$ cat src/verilog/txcs_pkg.sv
/*
 * Constants, register map and event type for the transmit control and
 * status register block.
 * Assumes a 200 MHz core clock and a 32-bit APB register port.
 */
package txcs_pkg;

  // Core clock period and the excessive-deferral time.
  localparam int unsigned CLK_PERIOD_PS = 5000;
  localparam int unsigned DEFER_TIME_NS = 3_200_000;
  localparam int unsigned DEFER_CYCLES =
    DEFER_TIME_NS / (CLK_PERIOD_PS / 1000);

  // Register indices and byte addresses.
  localparam logic [7:0] TCR_INDEX = 8'h03;
  localparam logic [7:0] ADDR_TCR = 8'h0C;
  localparam logic [7:0] ADDR_INT_STAT = 8'h10;
  localparam logic [7:0] ADDR_INT_EN = 8'h14;
  localparam logic [7:0] ADDR_INT_CLR = 8'h18;

  // Control register bit positions.
  localparam int BIT_SW_INT = 15;
  localparam int BIT_LC_START = 14;
  localparam int BIT_FCS_INH = 13;
  localparam int BIT_DEF_DIS = 12;
  localparam int BIT_EXC_DEFER = 10;
  localparam int BIT_DEFERRED = 9;
  localparam int BIT_NO_CARRIER = 8;
  localparam int BIT_CARRIER_LOST = 7;
  localparam int BIT_TOO_MANY_COL = 6;
  localparam int BIT_LATE_COL = 5;
  localparam int BIT_MON_BAD = 3;
  localparam int BIT_UNDERRUN = 2;
  localparam int BIT_COUNT_MISMATCH = 1;
  localparam int BIT_TX_OK = 0;

  localparam logic [15:0] TCR_RESET = 16'h0101;
  localparam logic [15:0] TCR_WR_MASK = 16'hF000;
  localparam logic [15:0] TCR_RO_ZERO = 16'h0810;
  localparam logic [15:0] START_CLR_MASK = 16'h04C2;
  localparam logic [15:0] WB_CLR_MASK = 16'h0220;

  // Collision limit and status-word collision field.
  localparam logic [4:0] COL_LIMIT = 5'h10;
  localparam int COL_FIELD_LSB = 11;

  // Interrupt status bits.
  localparam int INT_BITS = 3;
  localparam int INT_SW = 0;
  localparam int INT_DONE = 1;
  localparam int INT_ABORT = 2;
  localparam logic [INT_BITS-1:0] INT_RESET = 3'h0;

  // Events from the transmit engine, all on core_clk.
  typedef struct packed {
    logic tx_start;
    logic preamble_go;
    logic sfd_done;
    logic last_byte;
    logic tx_end;
    logic collision;
    logic deferring;
    logic late_col;
    logic monitored_bad;
    logic fifo_underrun;
    logic count_mismatch;
    logic tx_ok;
  } txcs_evt_t;

endpackage : txcs_pkg

$ cat src/verilog/txcs_core.sv
/*
 * Transmit control and status register with its mode latch, status
 * accumulation, deferral and collision limits, descriptor status write-back
 * and an APB register port with a small interrupt unit.
 * Assumes the transmit engine drives txcs_evt_t on core_clk; carrier sense
 * arrives asynchronously from the line side.
 */
// The APB slave port was chosen for this implementation.
// Operation
// - Latch config bits 15..12 at start
// - Set status bits when transmission ends
// - Write status and collisions to descriptor
// - Clear bits 9 and 5 after write-back
// - Clear bits 10,7,6,1 at next start
// - Set bit 8 at next start
// - Hardware reset sets 8,0 clears 1
// - Software reset leaves register unchanged
// - Bits 15..12 writable, 11 and 4 zero
// - Software interrupt after fetching flagged descriptor
// - Further interrupt only after clear then set
// - Late-collision timer start point follows mode bit
// - Append FCS unless inhibit bit set
// - Run deferral timer only when enabled
// - Deferral limit sets flag and aborts
// - Never flag excessive deferral when disabled
// - Sixteen collisions set flag and abort
// - Carrier-absent flag cleared when carrier seen
`timescale 1ns/100ps
module txcs_core
  import txcs_pkg::*;
#(
  parameter int unsigned DEFER_LIMIT = DEFER_CYCLES
) (
  // Clock and reset.
  input wire logic core_clk,
  input wire logic reset_n,
  input wire logic sw_reset,
  // APB slave.
  input wire logic psel,
  input wire logic penable,
  input wire logic pwrite,
  input wire logic [7:0] paddr,
  input wire logic [31:0] pwdata,
  output logic [31:0] prdata,
  output logic pready,
  output logic pslverr,
  // Transmit engine.
  input wire txcs_evt_t evt,
  input wire logic [15:0] desc_config_word,
  input wire logic carrier_sense,
  output logic fcs_append,
  output logic late_col_timer_go,
  output logic tx_abort,
  // Descriptor status write-back.
  output logic status_valid,
  output logic [15:0] status_word,
  input wire logic status_ack,
  // Interrupts.
  output logic sw_tx_interrupt,
  output logic irq
);

  localparam int DW = $clog2(DEFER_LIMIT + 1);

  logic [15:0] tcr_ff, nxt_tcr;
  logic [10:0] pend_ff, nxt_pend;
  logic [4:0] col_cnt_ff;
  logic [DW-1:0] defer_cnt_ff;
  logic active_ff, crs_win_ff, crs_meta_ff, crs_sync_ff;
  logic abort_ff, lc_go_ff, sw_int_ff, prev_sw_ff;
  logic st_valid_ff;
  logic [15:0] st_word_ff;
  logic [31:0] prdata_ff;
  logic [INT_BITS-1:0] int_stat_ff, int_en_ff;
  logic irq_ff;

  // Register decode.
  wire setup_ph = psel & ~penable;
  wire wr_en = psel & penable & pwrite;
  wire hit_tcr = (paddr == ADDR_TCR);
  wire hit_stat = (paddr == ADDR_INT_STAT);
  wire hit_en = (paddr == ADDR_INT_EN);
  wire hit_clr = (paddr == ADDR_INT_CLR);
  wire hit_any = hit_tcr | hit_stat | hit_en | hit_clr;
  wire wr_tcr = wr_en & hit_tcr;
  wire wr_en_reg = wr_en & hit_en;
  wire wr_clr = wr_en & hit_clr;

  assign pready = 1'b1;
  assign pslverr = psel & penable & ~hit_any;

  wire [31:0] rd_mux =
    hit_tcr ? {16'h0000, tcr_ff & ~TCR_RO_ZERO} :
    hit_stat ? {29'h0, int_stat_ff} :
    hit_en ? {29'h0, int_en_ff} : 32'h0000_0000;

  // Transmission progress terms.
  wire start = evt.tx_start;
  // An abort ends the frame as well, so its status is still written back.
  wire stop = active_ff & (evt.tx_end | abort_ff);
  wire deferral_timer_disable = tcr_ff[BIT_DEF_DIS];
  wire defer_run = active_ff & evt.deferring & ~deferral_timer_disable;
  wire defer_hit = defer_run &
    (defer_cnt_ff == DW'(DEFER_LIMIT - 1));
  wire [4:0] col_next = col_cnt_ff + 5'h01;
  wire col_hit = active_ff & evt.collision &
    (col_next == COL_LIMIT);
  wire lc_go = active_ff & (tcr_ff[BIT_LC_START] ?
    evt.preamble_go : evt.sfd_done);
  wire sw_rise = tcr_ff[BIT_SW_INT] & ~prev_sw_ff;

  // Status gathered during a frame, committed when it ends.
  always_comb begin
    nxt_pend = pend_ff;
    if (start) begin
      nxt_pend = '0;
    end
    if (defer_hit) begin
      nxt_pend[BIT_EXC_DEFER] = 1'b1;
    end
    if (active_ff & evt.deferring & (col_cnt_ff == 5'h00)) begin
      nxt_pend[BIT_DEFERRED] = 1'b1;
    end
    if (crs_win_ff & ~crs_sync_ff) begin
      nxt_pend[BIT_CARRIER_LOST] = 1'b1;
    end
    if (col_hit) begin
      nxt_pend[BIT_TOO_MANY_COL] = 1'b1;
    end
    if (active_ff) begin
      nxt_pend[BIT_LATE_COL] = pend_ff[BIT_LATE_COL] | evt.late_col;
      nxt_pend[BIT_MON_BAD] = pend_ff[BIT_MON_BAD] | evt.monitored_bad;
      nxt_pend[BIT_UNDERRUN] = pend_ff[BIT_UNDERRUN] | evt.fifo_underrun;
      nxt_pend[BIT_COUNT_MISMATCH] =
        pend_ff[BIT_COUNT_MISMATCH] | evt.count_mismatch;
      nxt_pend[BIT_TX_OK] = pend_ff[BIT_TX_OK] | evt.tx_ok;
    end
  end

  // Control register next value. Bits not named below hold.
  always_comb begin
    nxt_tcr = tcr_ff;
    if (wr_tcr) begin
      nxt_tcr = (tcr_ff & ~TCR_WR_MASK) | (pwdata[15:0] & TCR_WR_MASK);
    end
    if (status_valid & status_ack) begin
      nxt_tcr = nxt_tcr & ~WB_CLR_MASK;
    end
    if (start) begin
      nxt_tcr = (nxt_tcr & ~TCR_WR_MASK & ~START_CLR_MASK) |
        (desc_config_word & TCR_WR_MASK);
      nxt_tcr[BIT_NO_CARRIER] = 1'b1;
    end
    if (crs_win_ff & crs_sync_ff) begin
      nxt_tcr[BIT_NO_CARRIER] = 1'b0;
    end
    if (stop) begin
      nxt_tcr[10:0] = nxt_tcr[10:0] | nxt_pend;
    end
    nxt_tcr = nxt_tcr & ~TCR_RO_ZERO;
  end

  // Carrier sense comes from the line, so it is synchronised first.
  always_ff @(posedge core_clk or negedge reset_n) begin
    if (!reset_n) begin
      crs_meta_ff <= 1'b0;
      crs_sync_ff <= 1'b0;
    end else begin
      crs_meta_ff <= carrier_sense;
      crs_sync_ff <= crs_meta_ff;
    end
  end

  // The control register ignores sw_reset entirely.
  always_ff @(posedge core_clk or negedge reset_n) begin
    if (!reset_n) begin
      tcr_ff <= TCR_RESET;
      prev_sw_ff <= 1'b0;
    end else begin
      tcr_ff <= nxt_tcr;
      prev_sw_ff <= tcr_ff[BIT_SW_INT];
    end
  end

  // Frame tracking; a software reset abandons a frame in flight.
  always_ff @(posedge core_clk or negedge reset_n) begin
    if (!reset_n) begin
      active_ff <= 1'b0;
      crs_win_ff <= 1'b0;
      pend_ff <= '0;
      col_cnt_ff <= 5'h00;
      defer_cnt_ff <= '0;
    end else if (sw_reset) begin
      active_ff <= 1'b0;
      crs_win_ff <= 1'b0;
      pend_ff <= '0;
      col_cnt_ff <= 5'h00;
      defer_cnt_ff <= '0;
    end else begin
      active_ff <= start | (active_ff & ~evt.tx_end & ~abort_ff);
      // The carrier window closes on an abort too, or a stale window
      // would clear the carrier-absent bit of the next frame.
      crs_win_ff <= (crs_win_ff | (active_ff & evt.sfd_done)) &
        ~evt.last_byte & ~evt.tx_end & ~abort_ff;
      pend_ff <= nxt_pend;
      if (start) begin
        col_cnt_ff <= 5'h00;
      end else if (active_ff & evt.collision & ~col_hit) begin
        col_cnt_ff <= col_next;
      end else if (col_hit) begin
        col_cnt_ff <= COL_LIMIT;
      end
      if (defer_run & ~defer_hit) begin
        defer_cnt_ff <= defer_cnt_ff + DW'(1);
      end else begin
        defer_cnt_ff <= '0;
      end
    end
  end

  // Pulses towards the engine and the interrupt logic.
  always_ff @(posedge core_clk or negedge reset_n) begin
    if (!reset_n) begin
      abort_ff <= 1'b0;
      lc_go_ff <= 1'b0;
      sw_int_ff <= 1'b0;
    end else begin
      abort_ff <= defer_hit | col_hit;
      lc_go_ff <= lc_go;
      sw_int_ff <= sw_rise;
    end
  end

  // Descriptor status write-back, held until the DMA acknowledges it.
  always_ff @(posedge core_clk or negedge reset_n) begin
    if (!reset_n) begin
      st_valid_ff <= 1'b0;
      st_word_ff <= 16'h0000;
    end else if (stop) begin
      st_valid_ff <= 1'b1;
      st_word_ff <= {col_cnt_ff, nxt_tcr[10:0]};
    end else if (st_valid_ff & status_ack) begin
      st_valid_ff <= 1'b0;
    end
  end

  // Interrupt unit: a new event wins over a clear in the same cycle.
  wire [INT_BITS-1:0] int_evt = {abort_ff, stop, sw_int_ff};
  wire [INT_BITS-1:0] int_clr = wr_clr ? pwdata[INT_BITS-1:0] : '0;

  always_ff @(posedge core_clk or negedge reset_n) begin
    if (!reset_n) begin
      int_stat_ff <= INT_RESET;
      int_en_ff <= INT_RESET;
      irq_ff <= 1'b0;
      prdata_ff <= 32'h0000_0000;
    end else begin
      int_stat_ff <= (int_stat_ff & ~int_clr) | int_evt;
      if (wr_en_reg) begin
        int_en_ff <= pwdata[INT_BITS-1:0];
      end
      irq_ff <= |(int_stat_ff & int_en_ff);
      if (setup_ph) begin
        prdata_ff <= rd_mux;
      end
    end
  end

  assign prdata = prdata_ff;
  assign fcs_append = ~tcr_ff[BIT_FCS_INH];
  assign late_col_timer_go = lc_go_ff;
  assign tx_abort = abort_ff;
  assign status_valid = st_valid_ff;
  assign status_word = st_word_ff;
  assign sw_tx_interrupt = sw_int_ff;
  assign irq = irq_ff;
endmodule : txcs_core

$ cat config.mk
export PLATFORM = sky130hd
export DESIGN_NAME = txcs_core
export DESIGN_NICKNAME = d
export VERILOG_FILES = /design/src/verilog/txcs_pkg.sv /design/src/verilog/txcs_core.sv
export SDC_FILE = /design/constraint.sdc
export NUM_CORES = 1
export LEC_CHECK = 0
export ABC_AREA = 0
export BUFFER_PORTS_ARGS = -buffer_cell sky130_fd_sc_hd__buf_2
export CORE_MARGIN = 2
export CORE_UTILIZATION = 25
export CTS_BUF_LIST = sky130_fd_sc_hd__clkbuf_8
export CTS_CLUSTER_DIAMETER = 40
export CTS_CLUSTER_SIZE = 20
export DETAILED_ROUTE_END_ITERATION = 7
export PLACE_DENSITY_LB_ADDON = 0.1
export SYNTH_ARGS = -nofsm -noshare
export SYNTH_HDL_FRONTEND = slang
export SYNTH_SLANG_ARGS = --single-unit
$ cat constraint.sdc
create_clock -name core_clk -period 2 [get_ports core_clk]
set_input_delay 0.2 -clock core_clk [delete_from_list [all_inputs] [get_ports core_clk]]
set_output_delay 0.2 -clock core_clk [all_outputs]
set_load 0.005 [all_outputs]
* After elaboration in Yosys (flattened, before gate mapping)
Index checks and enable logic that the tools add are counted. W data, S select, Z words.
Word-level totals: latch bits 0, bits in writable memories 0, word-level logic and storage cells 115, output and inout bits 56, register bits 113, bits in read-only memories 0, memories kept 0
Cells by class: multipliers 0, reductions and logical operators 4, $lt $le $gt $ge 0, multiplexer cells 28, shift-type cells 0, equality and inequality tests 6, bitwise gates (word level) 57, divide/modulo/power cells 0, add/subtract/negate cells 2
Operators with widths (number):
- $mux W16 | 3
- $mux W20 | 2
- $mux W11 | 3
- $and A1 B1 Y1 | 27
- $eq A8 B5 Y1 const B | 3
- $add A20 B1 Y20 const B | 1
- $eq A20 B20 Y1 const B | 1
- $mux W5 | 4
- $or A11 B16 Y16 | 1
- $or A12 B16 Y16 | 1
- $or A1 B1 Y1 | 12
- $mux W1 | 11
- $not A1 Y1 | 11
- $or A11 B11 Y11 | 1
- $mux W10 | 1
- $mux W3 | 3
- $eq A8 B4 Y1 const B | 1
- $and A3 B3 Y3 | 2
- $add A5 B1 Y5 const B | 1
- $eq A5 B5 Y1 const B | 1
- $logic_not A5 Y1 | 1
- $mux W4 | 1
- $reduce_bool A4 Y1 | 1
- $not A3 Y3 | 1
- other kinds (3) | 3

* Depth between registers and ports, before layout
Gate-level depths: netlist of the first run.
word-level depth 10, mapped depth 6, mapped depth without buffers 5

* Worst setup path before layout of the first run
Ideal clock, no wire load.
path type register to register, start reg defer_cnt_ff[0], end reg st_word_ff[10], in the netlist status_word[10], cell stages (with the launch flop) 6, arrival time 1.899 ns, library setup time 0.082 ns, setup slack 0.019 ns, cell sequence dfrtp_1 ha_1 nand4_4 or4_4 or4_4 a31oi_1
On the way: longest elaborated chain between the ends 5
Ends and longest elaborated chain:
- start, declared | RTL line txcs_core.sv:68 | logic [DW-1:0] defer_cnt_ff;
- start signal, assigned | RTL line txcs_core.sv:214 | defer_cnt_ff <= defer_cnt_ff + DW'(1);
- $eq A20 B20 Y1 | RTL line txcs_core.sv:104 | (defer_cnt_ff == DW'(DEFER_LIMIT - 1));
- $and A1 B1 Y1 | RTL line txcs_core.sv:103 | wire defer_hit = defer_run &
- $mux W1 | RTL line txcs_core.sv:118 | if (defer_hit) begin
- $or A11 B11 Y11 | RTL line txcs_core.sv:158 | nxt_tcr[10:0] = nxt_tcr[10:0] | nxt_pend;
- $mux W11 | RTL line txcs_core.sv:157 | if (stop) begin
- end signal, assigned | RTL line txcs_core.sv:241 | st_word_ff <= {col_cnt_ff, nxt_tcr[10:0]};
- end, declared | RTL line txcs_core.sv:72 | logic [15:0] st_word_ff;
Every way passes these cells. A chain may end at the register's enable or synchronous reset.

* Final worst setup path of the first run
start reg defer_cnt_ff[0], end reg tcr_ff[10]
On the way: longest elaborated chain between the ends 5
Ends and longest elaborated chain:
- $eq A20 B20 Y1 | RTL line txcs_core.sv:104
- $and A1 B1 Y1 | RTL line txcs_core.sv:103
- $mux W1 | RTL line txcs_core.sv:118
- $or A11 B11 Y11 | RTL line txcs_core.sv:158
- $mux W11 | RTL line txcs_core.sv:157
- via nxt_tcr[10] | RTL line txcs_core.sv:65 | logic [15:0] tcr_ff, nxt_tcr;
- end signal, assigned | RTL line txcs_core.sv:180 | tcr_ff <= nxt_tcr;
- end, declared | RTL line txcs_core.sv:65
The timed path passes the listed nets, and every way through them passes these cells.

==> results of run 1 <==
==> cells by family after synthesis <==
kind of cell / synth area share [%]
mux: 1.97
buf+inv: 6.16
xor+xnor: 3.30
simple gates: 17.9
fa+ha+maj: 0.884
flops: 55.5
compound gates: 14.1
other cells: 0.177
==> worst max path at each step <==
stage / endpoint / depth (start not counted) / startpoint / slack, ns
floorplan: status_word[10] / 5 / defer_cnt_ff[0] / 0.02
global placement: status_word[10] / 5 / defer_cnt_ff[0] / 0.04
detailed placement: status_word[10] / 5 / defer_cnt_ff[0] / -0.01
CTS: status_word[10] / 5 / defer_cnt_ff[0] / 0.007
global route: tcr_ff[10] / 5 / defer_cnt_ff[0] / 0.06
finish: tcr_ff[10] / 5 / defer_cnt_ff[0] / 0.13
==> cells in the mapped netlist, drive strengths merged, types with 2 or more instances <==
cell type   n
nand3      12
nor4        4
nand2      40
o31ai       5
nor3        6
conb        2
nand4       7
nor2       37
o22ai       3
a31oi       7
xor2       11
nor4b       2
o21bai      3
or3         3
a21oi      26
a21o        3
o21ai      27
a22oi       3
or4         9
mux2        3
buf        22
clkbuf     15
ha          3
or2         2
and2        3
dfrtp      92
inv        12
xnor2       5
nand2b      3
mux2i       5
a22o       14
dfstp       2
and4        3
nor2b       7
==> state kept, by name, summed over array words and instances, names as in the netlist, 3 cells and up <==
name,cells
pend_ff,10
defer_cnt_ff,20
int_stat_ff,3
status_word,15
prdata,14
int_en_ff,3
col_cnt_ff,5
tcr_ff,14
==> metal layers <==
layer  vias to the layer above  track usage (%)  part of all wire, %
met4                         2             5.15                  2.0
met3                        17             2.61                  4.7
met5                         -                0                 0.12
met1                      1597             16.8                   48
met2                        77             18.2                   45
li1                       1609                -                    -
==> timing repair <==
item                                    in CTS  in global routing
endpoints found under the setup margin       2                  4
resized for setup                            1                  2
gates cloned                                 0                  0
hold buffers                                 4                  0
pin swaps                                    0                  2
endpoints found under the hold margin       36                  0
==> final cells by class <==
type	instances	area, µm²	area share [%]
Sequential cell	94	2350	45.0
Multi-Input combinational cell	286	1720	32.9
Timing Repair Buffer	106	636	12.1
Tap cell	220	275	5.26
Clock buffer	11	151	2.89
Clock inverter	5	51.3	0.980
Inverter	12	45.0	0.861
==> worst max-delay path, cell delays in order (launching register included) <==
cell and delay (ns):
dfrtp_1 0.40, ha_4 0.17, nand4_4 0.08, or4_4 0.53, or4_4 0.46, o22ai_1 0.16
==> stage by stage <==
step / worst slack, ns / hold slack, ns / TNS [ns] / util, %
2_1_floorplan: 0.0191 / -0.0956 / 0 / -
3_3_place_gp: 0.0428 / 0.192 / 0 / 30.0
3_5_place_dp: -0.0114 / 0.200 / -0.0114 / 30.0
4_1_cts: 0.00735 / 0.0391 / 0 / 31.5
5_1_grt: 0.0550 / 0.0560 / 0 / 31.6
6_report: 0.133 / 0.0651 / 0 / 31.6
==> where the power goes <==
group	total, mW	leakage [nW]	switching, mW	internal, mW
clock	1.32	0.112	0.682	0.639
sequential	2.02	1.23	0.0463	1.97
combinational	0.334	1.04	0.195	0.139
==> results.md, run 1 <==
- Diodes inserted: 0
- Most frequent cells in the layout: dfrtp_1 (92), buf_2 (73), nand2_1 (40)
- Routed wire per std cell: ~15 µm
- Tcrit/Tclk final: around 93%
- Worst hold start: desc_config_word[13]
- Number of enable flip-flop cells after synthesis: 0
- Status: completed
- First drt pass iteration count: 6
- Post-Place Cells: approximately 710
- Total wire length: 10700 µm
- Pleak: about 2.4 nW
- H-Tree Depth: 3
- Worst hold stages: 3
- Final Instance Count excl. Fillers: 734
- TritonCTS Buffers: 9
- DIE AREA: 0.0180 mm²
- # IOs: about 130
- MaxCap Viol Count: 0
- Drt drc: 0
- Endpoints failing hold: 0
- Share of cells above drive strength 1: between 20% and 30%
- Worst Skew: 0.0111 ns
- Starting Density: 25.6%
- Area leader, netlist: dfrtp_1
- Max clock buf depth: 2
- Antenna-violating nets left: 0
- R2R cell count: 5
- Fmax: between 500 and 600 MHz
- Post-synthesis area per instance: 10.3 µm²
- Max-slew violations: 0
- Synth top area share: a little over half
- Buffers on Ports: 74
- Sequential area share after synthesis: between 50% and 60%
- Final Wtd Congestion: between 0.7 and 0.8
- Ys flop type: dfrtp_1
- Hold EP: tcr_ff[13]
- Fillers: 1738
- Reg clk slew, reported paths: roughly 0.090 ns
- Placed Area: 0.00497 mm²
- Die Width: approximately 130 µm
- Clk root buf: clkbuf_8
- Fin nets: approximately 600
- Global-route wire length before repair: between 15000 and 20000 µm
- Commonest non-fill, non-tap cell in the layout: dfrtp_1
- Number of global-route vias before repair: about 3200
- Maximum vdd drop: between 0.0003 and 0.0004 V
- Setup Fix Bufs, Post-CTS: 0
- Worst-Skew Late Latency: ~0.37 ns
- Initial DRC count: 238
- Total core area: between 0.015 and 0.02 mm²
- Routed vias/inst: 4.50
- PwrDens: between 700 and 800 mW/mm²
- RSZ-0062 raised after global routing: no
- Crit-path max FO: 4
- HPWL after DPL: 7820 µm
- #FFs+latches synth: 94
- Reg-to-Reg Start: defer_cnt_ff[0]
- Yosys Warn Count: 0
- Async set or reset register ratio after synthesis: 100%
- Clk sinks: 94
- Grt ovf: 0
- Chip height: 134 µm
- Initial antenna violation count: 1
- Design Area, Final: 0.00523 mm²
- Core Rows: 47
- Area growth syn-to-layout: 23.2%
- Cell Area, Synth: ~0.0042 mm²
- CP arrival: 2.17 ns
- Final setup violation count: 0
- Largest cells by area after synthesis: dfrtp_1 (54%), buf_4 (3.5%), nand2_1 (3.5%)
- Largest net degree at the start of global routing: 37
- Vias: 3302
- Unique masters post-synth: between 50 and 60
- Worst min path class: in2reg
- GR Util All Layers: between 10% and 20%
- Reg-to-reg endpoint: tcr_ff[10]
- R2r setup slk: 0.13 ns
- Min Tclk post-route: 1.87 ns
- Crit start category: register
- WP data required: 2.30 ns
- CTS tree: done
- Critical path type: reg2reg
- Synthesized netlist cell count: approximately 410
- Setup crit end kind: register
- Tot Pwr: approximately 3.7 mW
Note: power is estimated with default switching activity, not from simulation.
==> run 2: changes to the inputs <==
--- a/config.mk
+++ b/config.mk
@@ -8,7 +8,7 @@
 export ABC_AREA = 0
 export BUFFER_PORTS_ARGS = -buffer_cell sky130_fd_sc_hd__buf_2
 export CORE_MARGIN = 2
-export CORE_UTILIZATION = 25
+export CORE_UTILIZATION = 48
 export CTS_BUF_LIST = sky130_fd_sc_hd__clkbuf_8
 export CTS_CLUSTER_DIAMETER = 40
 export CTS_CLUSTER_SIZE = 20
==> constraint.sdc (replaced) <==
create_clock -name core_clk -period 2 [get_ports core_clk]
set_input_delay 0.1 -clock core_clk [delete_from_list [all_inputs] [get_ports core_clk]]
set_output_delay 0.1 -clock core_clk [all_outputs]
set_load 0.005 [all_outputs]
==> results.md, run 2 (synthesis gave the netlist of run 1 again) <==
- Status: completed
- Drt drc: 0 (unchanged)
- Final setup violation count: 0 (unchanged)
- # IOs: 132 (unchanged)
- Fmax: 522 MHz (-2.5%)
- Most frequent cells in the layout: dfrtp_1 (92), buf_2 (73), nand2_1 (40)
- Area taken by multi-input logic gates: 0.00172 mm² (unchanged)
- Core Rows: 34 (-28%)
- Area growth syn-to-layout: 21.8%
- HPWL after DPL: 6580 µm (-16%)
- Die Width: 98.1 µm (-27%)
- Slowest CP cell: or4_4
- MaxCap Viol Count: 0 (unchanged)
- CTS tree: done
- Global-route wire length before repair: 15300 µm (-9.3%)
- Buffers on Ports: 74 (unchanged)
- Critical path type: reg2reg
- Reg clk slew, reported paths: 0.09 ns (about the same)
- Number of global-route vias before repair: 3215 (+1.0%)
- Total wire length: 9120 µm (-15%)
- Worst Skew: 0.0100 ns (-0.00110 ns)
- Endpoints failing hold: 0 (unchanged)
- Final Instance Count excl. Fillers: 627 (-15%)
- Tot Pwr: 3.75 mW (+2.0%)
- Most used cell, CP: or4_4
- TritonCTS Buffers: 9 (unchanged)
- Met3 routed WL: 390 µm (-23%)
- Final Wtd Congestion: 0.853 (+12%)
- Max reg flops: 20 (unchanged)
- Max incr delay on CP: 0.52 ns (about the same)
- Routed wire per std cell: 14.6 µm (-0.42%)
- Worst-Skew Late Latency: 0.36 ns (about the same)
- Buf/Inv on CP: 0 (unchanged)
- Largest net degree at the start of global routing: 43 (+16%)
- Largest reg by FF count: defer_cnt_ff
- Fillers: 754 (-57%)
- Max-slew violations: 0 (unchanged)
- PwrDens: 724 mW/mm² (+3.2%)
- CP arrival: 2.19 ns (+0.02 ns)
- Post-Place Cells: 597 (-16%)
- Max clock buf depth: 2 (unchanged)
- Setup TNS: 0 ns (unchanged)
- Routed vias/inst: 5.25 (+17%)
- Setup crit end kind: register
- Grt ovf: 0 (unchanged)
- Reg area: 0.00235 mm² (unchanged)
- Chip height: 98.1 µm (-27%)
- Cell family with most CP delay: simple AND/OR/NAND/NOR gates
- GR Util All Layers: 19.8% (+7.6 points)
- WP data required: 2.28 ns (-0.02 ns)
- Share of cells above drive strength 1: 25.0% (-0.83 points)
- First drt pass iteration count: 4 (-2)
- Commonest non-fill, non-tap cell in the layout: dfrtp_1
- Starting Density: 49.2% (+24 points)
- Clk sinks: 94 (unchanged)
- M1 wire length: 4370 µm (-16%)
- Total core area: 0.00864 mm² (-48%)
- H-Tree Depth: 3 (unchanged)
- Worst min path class: in2reg
- Maximum vdd drop: 0.000294 V (-19%)
- Initial antenna violation count: 0 (-1)
- Vias: 3292 (-0.30%)
- Min Tclk post-route: 1.91 ns (+0.0477 ns)
- Tcrit/Tclk final: 95.7% (+2.4 points)
- Met2 WL: 4270 µm (-11%)
- Crit-path max FO: 4 (unchanged)
- Fin util: 59.9% (+28 points)
- Diodes inserted: 0 (unchanged)
- Fin nets: 593 (+0.85%)
- Top routing layer used: met4
- Antenna-violating nets left: 0 (unchanged)
- Crit start category: register
- Initial DRC count: 120 (-50%)
- DIE AREA: 0.00962 mm² (-47%)
- Clk root buf: clkbuf_8
- Pleak: 2.40 nW (+0.59%)
- Critical-path cell list: ha_4, nand4_4, or4_4, or4_4, o22ai_1
-- run 2: changes by cell type in the layout (fill, tap and decap cells not counted), sizes merged --
cell / change
buf: -4
bufinv: +1
clkbuf: -2
clkinv: -1
clkinvlp: +2
dlygate4sd3: +9
-- run 2: repair_timing --
item / 4_1_cts / 5_1_grt
setup endpoints to repair: 0 / 6
hold buffers: 13 / 0
endpoints found under the hold margin: 41 / 0
buffers inserted: 0 / 1
resized for setup: 0 / 3
-- run 2: cell type report --
cell class                 instances  share of cell area, %
sequential                        94                   45.5
inverter                          12                  0.871
tap                              108                   2.61
multi-input combinational        286                   33.3
clock inverter                     7                   1.91
clock buffer                       9                   2.39
timing repair buffer             111                   13.4
-- run 2: per-layer routing --
| metal | up-vias | global-route usage [%] |
|---|---|---|
| met5 | - | 0 |
| met4 | 0 | 5.66 |
| met3 | 9 | 4.08 |
| met2 | 77 | 31.0 |
| met1 | 1591 | 28.1 |
| li1 | 1615 | - |
-- run 2: final timing paths --
kind	from	end	slack [ns]	cells past startpoint
worst max-delay path	defer_cnt_ff[1]	tcr_ff[10]	0.09	5
worst min-delay path	evt[2]	tcr_ff[2]	0.02	3
worst max register to register	defer_cnt_ff[1]	tcr_ff[10]	0.09	5
worst min register to register	crs_meta_ff	crs_sync_ff	0.35	0
max in group asynchronous	reset_n	tcr_ff[8]	1.08	3
min in group asynchronous	reset_n	prdata[2]	0.22	2
-- run 2: through the flow --
stage	area [µm²]	hold WS, ns	setup slack [ns]
2_1_floorplan	4310	-0.196	0.0191
3_3_place_gp	4800	0.0670	0.0704
3_5_place_dp	4800	0.0709	0.0337
4_1_cts	5150	0.00510	0.0194
5_1_grt	5170	0.0203	-0.00252
6_report	5170	0.0186	0.0855
-- run 2: worst reg2reg max path, cell delays in order (launching register included) --
cell     delay [ns]
dfrtp_1        0.41
ha_4           0.17
nand4_4        0.07
or4_4          0.52
or4_4          0.52
o22ai_1        0.16
-- run 2: where the power goes --
part,switching (mW),internal (mW)
clock network,0.682,0.711
registers,0.0454,1.97
logic,0.188,0.147
==> run 3: changes to the inputs <==
--- a/config.mk
+++ b/config.mk
@@ -8,11 +8,12 @@
 export ABC_AREA = 0
 export BUFFER_PORTS_ARGS = -buffer_cell sky130_fd_sc_hd__buf_2
 export CORE_MARGIN = 2
-export CORE_UTILIZATION = 48
+export CORE_UTILIZATION = 45
 export CTS_BUF_LIST = sky130_fd_sc_hd__clkbuf_8
 export CTS_CLUSTER_DIAMETER = 40
 export CTS_CLUSTER_SIZE = 20
 export DETAILED_ROUTE_END_ITERATION = 7
+export MAX_ROUTING_LAYER = met4
 export PLACE_DENSITY_LB_ADDON = 0.1
 export SYNTH_ARGS = -nofsm -noshare
 export SYNTH_HDL_FRONTEND = slang
==> results.md, run 3 (synthesis gave the netlist of run 1 again) <==
- Critical path type: reg2reg
- Post-Place Cells: 598 (+0.17%)
- Starting Density: 46.2% (-3.0 points)
- Int Pwr: 2.72 mW (-4.1%)
- Clk root buf: clkbuf_8
- Setup TNS: 0 ns (unchanged)
- Diodes inserted: 0 (unchanged)
- R2R cell count: 5 (unchanged)
- TritonCTS Buffers: 9 (unchanged)
- Total wire length: 9410 µm (+3.1%)
- Worst Skew: 0.0184 ns (+0.00834 ns)
- Reg clk slew, reported paths: 0.09 ns (about the same)
- CTS tree: done
- First drt pass iteration count: 4 (unchanged)
- Setup crit end kind: register
- Initial DRC count: 104 (-13%)
- WP data required: 2.28 ns (about the same)
- CP arrival: 2.22 ns (+0.03 ns)
- Drt drc: 0 (unchanged)
- Reg-to-reg endpoint: tcr_ff[10]
- Endpoints failing hold: 0 (unchanged)
- Routed wire per std cell: 15.0 µm (+3.1%)
- Fin nets: 590 (-0.51%)
- Cell family with most CP delay: simple AND/OR/NAND/NOR gates
- Maximum vdd drop: 0.000326 V (+11%)
- Slowest CP cell: or4_4
- Die Width: 101 µm (+3.1%)
- H-Tree Depth: 3 (unchanged)
- # IOs: 132 (unchanged)
- Routed vias/inst: 5.29 (+0.67%)
- Status: completed
- Final Wtd Congestion: 0.844 (-1.0%)
- Pleak: 2.38 nW (-0.73%)
- Worst hold start: desc_config_word[14]
- Chip height: 101 µm (+3.1%)
- Buffers on Ports: 74 (unchanged)
- Core Rows: 35 (+2.9%)
- Initial antenna violation count: 0 (unchanged)
- Worst Setup SP: defer_cnt_ff[1]
- Most used cell, CP: or4_4
- PwrDens: 712 mW/mm² (-1.7%)
- Placed Area: 0.00479 mm² (-0.23%)
- Vias: 3314 (+0.67%)
- Switch Pwr: 0.938 mW (+2.4%)
- Worst-Skew Late Latency: 0.36 ns (about the same)
- Antenna-violating nets left: 0 (unchanged)
- Logic pwr share: 9.1% (+0.2 points)
- Grt ovf: 0 (unchanged)
- Area growth syn-to-layout: 20.9%
- Number of global-route vias before repair: 3149 (-2.1%)
- GR Util All Layers: 19.7% (-0.041 points)
- Most frequent cells in the layout: dfrtp_1 (92), buf_2 (73), nand2_1 (40)
- RSZ-0062 raised after global routing: no
- Share of cells above drive strength 1: 24.8% (-0.24 points)
- Worst Setup EP: tcr_ff[10]
- Max-slew violations: 0 (unchanged)
- Clk sinks: 94 (unchanged)
- Min Tclk post-route: 1.94 ns (+0.0269 ns)
- Fmax: 515 MHz (-1.4%)
- Worst min path class: in2reg
- Final Instance Count excl. Fillers: 627 (unchanged)
- Reg-to-Reg Start: defer_cnt_ff[1]
- HPWL after DPL: 6670 µm (+1.4%)
- Max clock buf depth: 2 (unchanged)
- Sw Ratio: 25.7% (+1.2 points)
- Clock power frac: 35.6% (-1.6 points)
- DIE AREA: 0.0102 mm² (+6.4%)
- Buf/Inv on CP: 0 (unchanged)
- Crit-path max FO: 4 (unchanged)
- Total core area: 0.00920 mm² (+6.5%)
- Critical-path cell list: ha_4, nand4_4, or4_4, or4_4, o22ai_1
- Largest net degree at the start of global routing: 47 (+9.3%)
- Final setup violation count: 0 (unchanged)
- Stages on worst setup path: 5 (unchanged)
- Commonest non-fill, non-tap cell in the layout: dfrtp_1
- Tcrit/Tclk final: 97.1% (+1.3 points)
- Global-route wire length before repair: 15200 µm (-1.0%)
- Fillers: 835 (+11%)
- MaxCap Viol Count: 0 (unchanged)
- Crit start category: register
- Design Area, Final: 0.00513 mm² (-0.75%)
- Max reg flops: 20 (unchanged)
- Reg power frac: 55.3% (+1.4 points)
- Max incr delay on CP: 0.52 ns (about the same)
- R2r setup slk: 0.06 ns (-0.03 ns)
- Largest reg by FF count: defer_cnt_ff
==> run 3: cell count changes in the layout (fill, tap and decap cells not counted) <==
| cell | before | now |
|---|---|---|
| buf_4 | 24 | 22 |
| inv_6 | 0 | 1 |
| dlygate4sd3_1 | 13 | 12 |
| bufinv_16 | 2 | 1 |
| clkinvlp_4 | 2 | 1 |
| inv_8 | 1 | 2 |
==> run 3: worst min-delay path by stage <==
stage,cells past startpoint,end
global route,2,int_en_ff[1]
CTS,3,late_col_timer_go
finish,3,tcr_ff[14]
floorplan,0,active_ff
global placement,1,prdata[1]
detailed placement,1,prdata[1]
==> run 3: worst register-to-register path, delay by kind of cell, from the launching register on <==
| kind | cells | cell delay (ns) |
|---|---|---|
| adder cells (fa/ha/maj) | 1 | 0.17 |
| AND/OR/NAND/NOR | 3 | 1.11 |
| AO/OA/AOI/OAI | 1 | 0.18 |
| flip-flops | 1 | 0.41 |
==> run 3: cell type report <==
cell class              instances  area [µm²]  share of cell area (%)
flip-flops and latches         94        2350                    45.9
multi-input cells             286        1720                    33.5
repair buffers                108         671                    13.1
well taps                     111         139                    2.70
clock buffers                   9         124                    2.41
clock inverters                 7        81.3                    1.58
inverters                      12        45.0                   0.877
==> run 3: power by group through the flow <==
stage | sequential (mW) | combinational [mW] | clock (mW)
3_5_place_dp | 2.06 | 0.318 | 0
2_1_floorplan | 2.05 | 0.163 | 0
6_report | 2.02 | 0.333 | 1.30
5_1_grt | 2.03 | 0.380 | 1.41
4_1_cts | 2.02 | 0.338 | 1.35
3_3_place_gp | 2.06 | 0.314 | 0
==> run 3: layer usage <==
| metal | vias up | wire length, µm | GRT usage (%) |
|---|---|---|---|
| li1 | 1609 | - | - |
| met1 | 1607 | 4520 | 26.3 |
| met2 | 85 | 4360 | 30.2 |
| met3 | 13 | 419 | 4.21 |
| met4 | 0 | 112 | 6.55 |
| met5 | - | 0 | - |
==> run 3: metrics by stage <==
stage	util [%]	setup WS, ns	hold WS (ns)	power [mW]
after floorplan	-	0.0191	-0.196	2.22
after global placement	52.0	0.0652	0.0661	2.37
after detailed placement	52.0	0.00220	0.0697	2.38
after CTS	55.6	0.0127	0.00139	3.71
after global routing	55.8	0.00196	0.00179	3.82
final	55.8	0.0587	0.0172	3.65
==> run 3: timing repair <==
action                                 4_1_cts  5_1_grt
hold buffers                                12        0
endpoints found under the hold margin       40        0
gates resized for setup                      1        2
pin swaps                                    0        1
setup endpoints to repair                    2        6
buffers inserted                             0        1
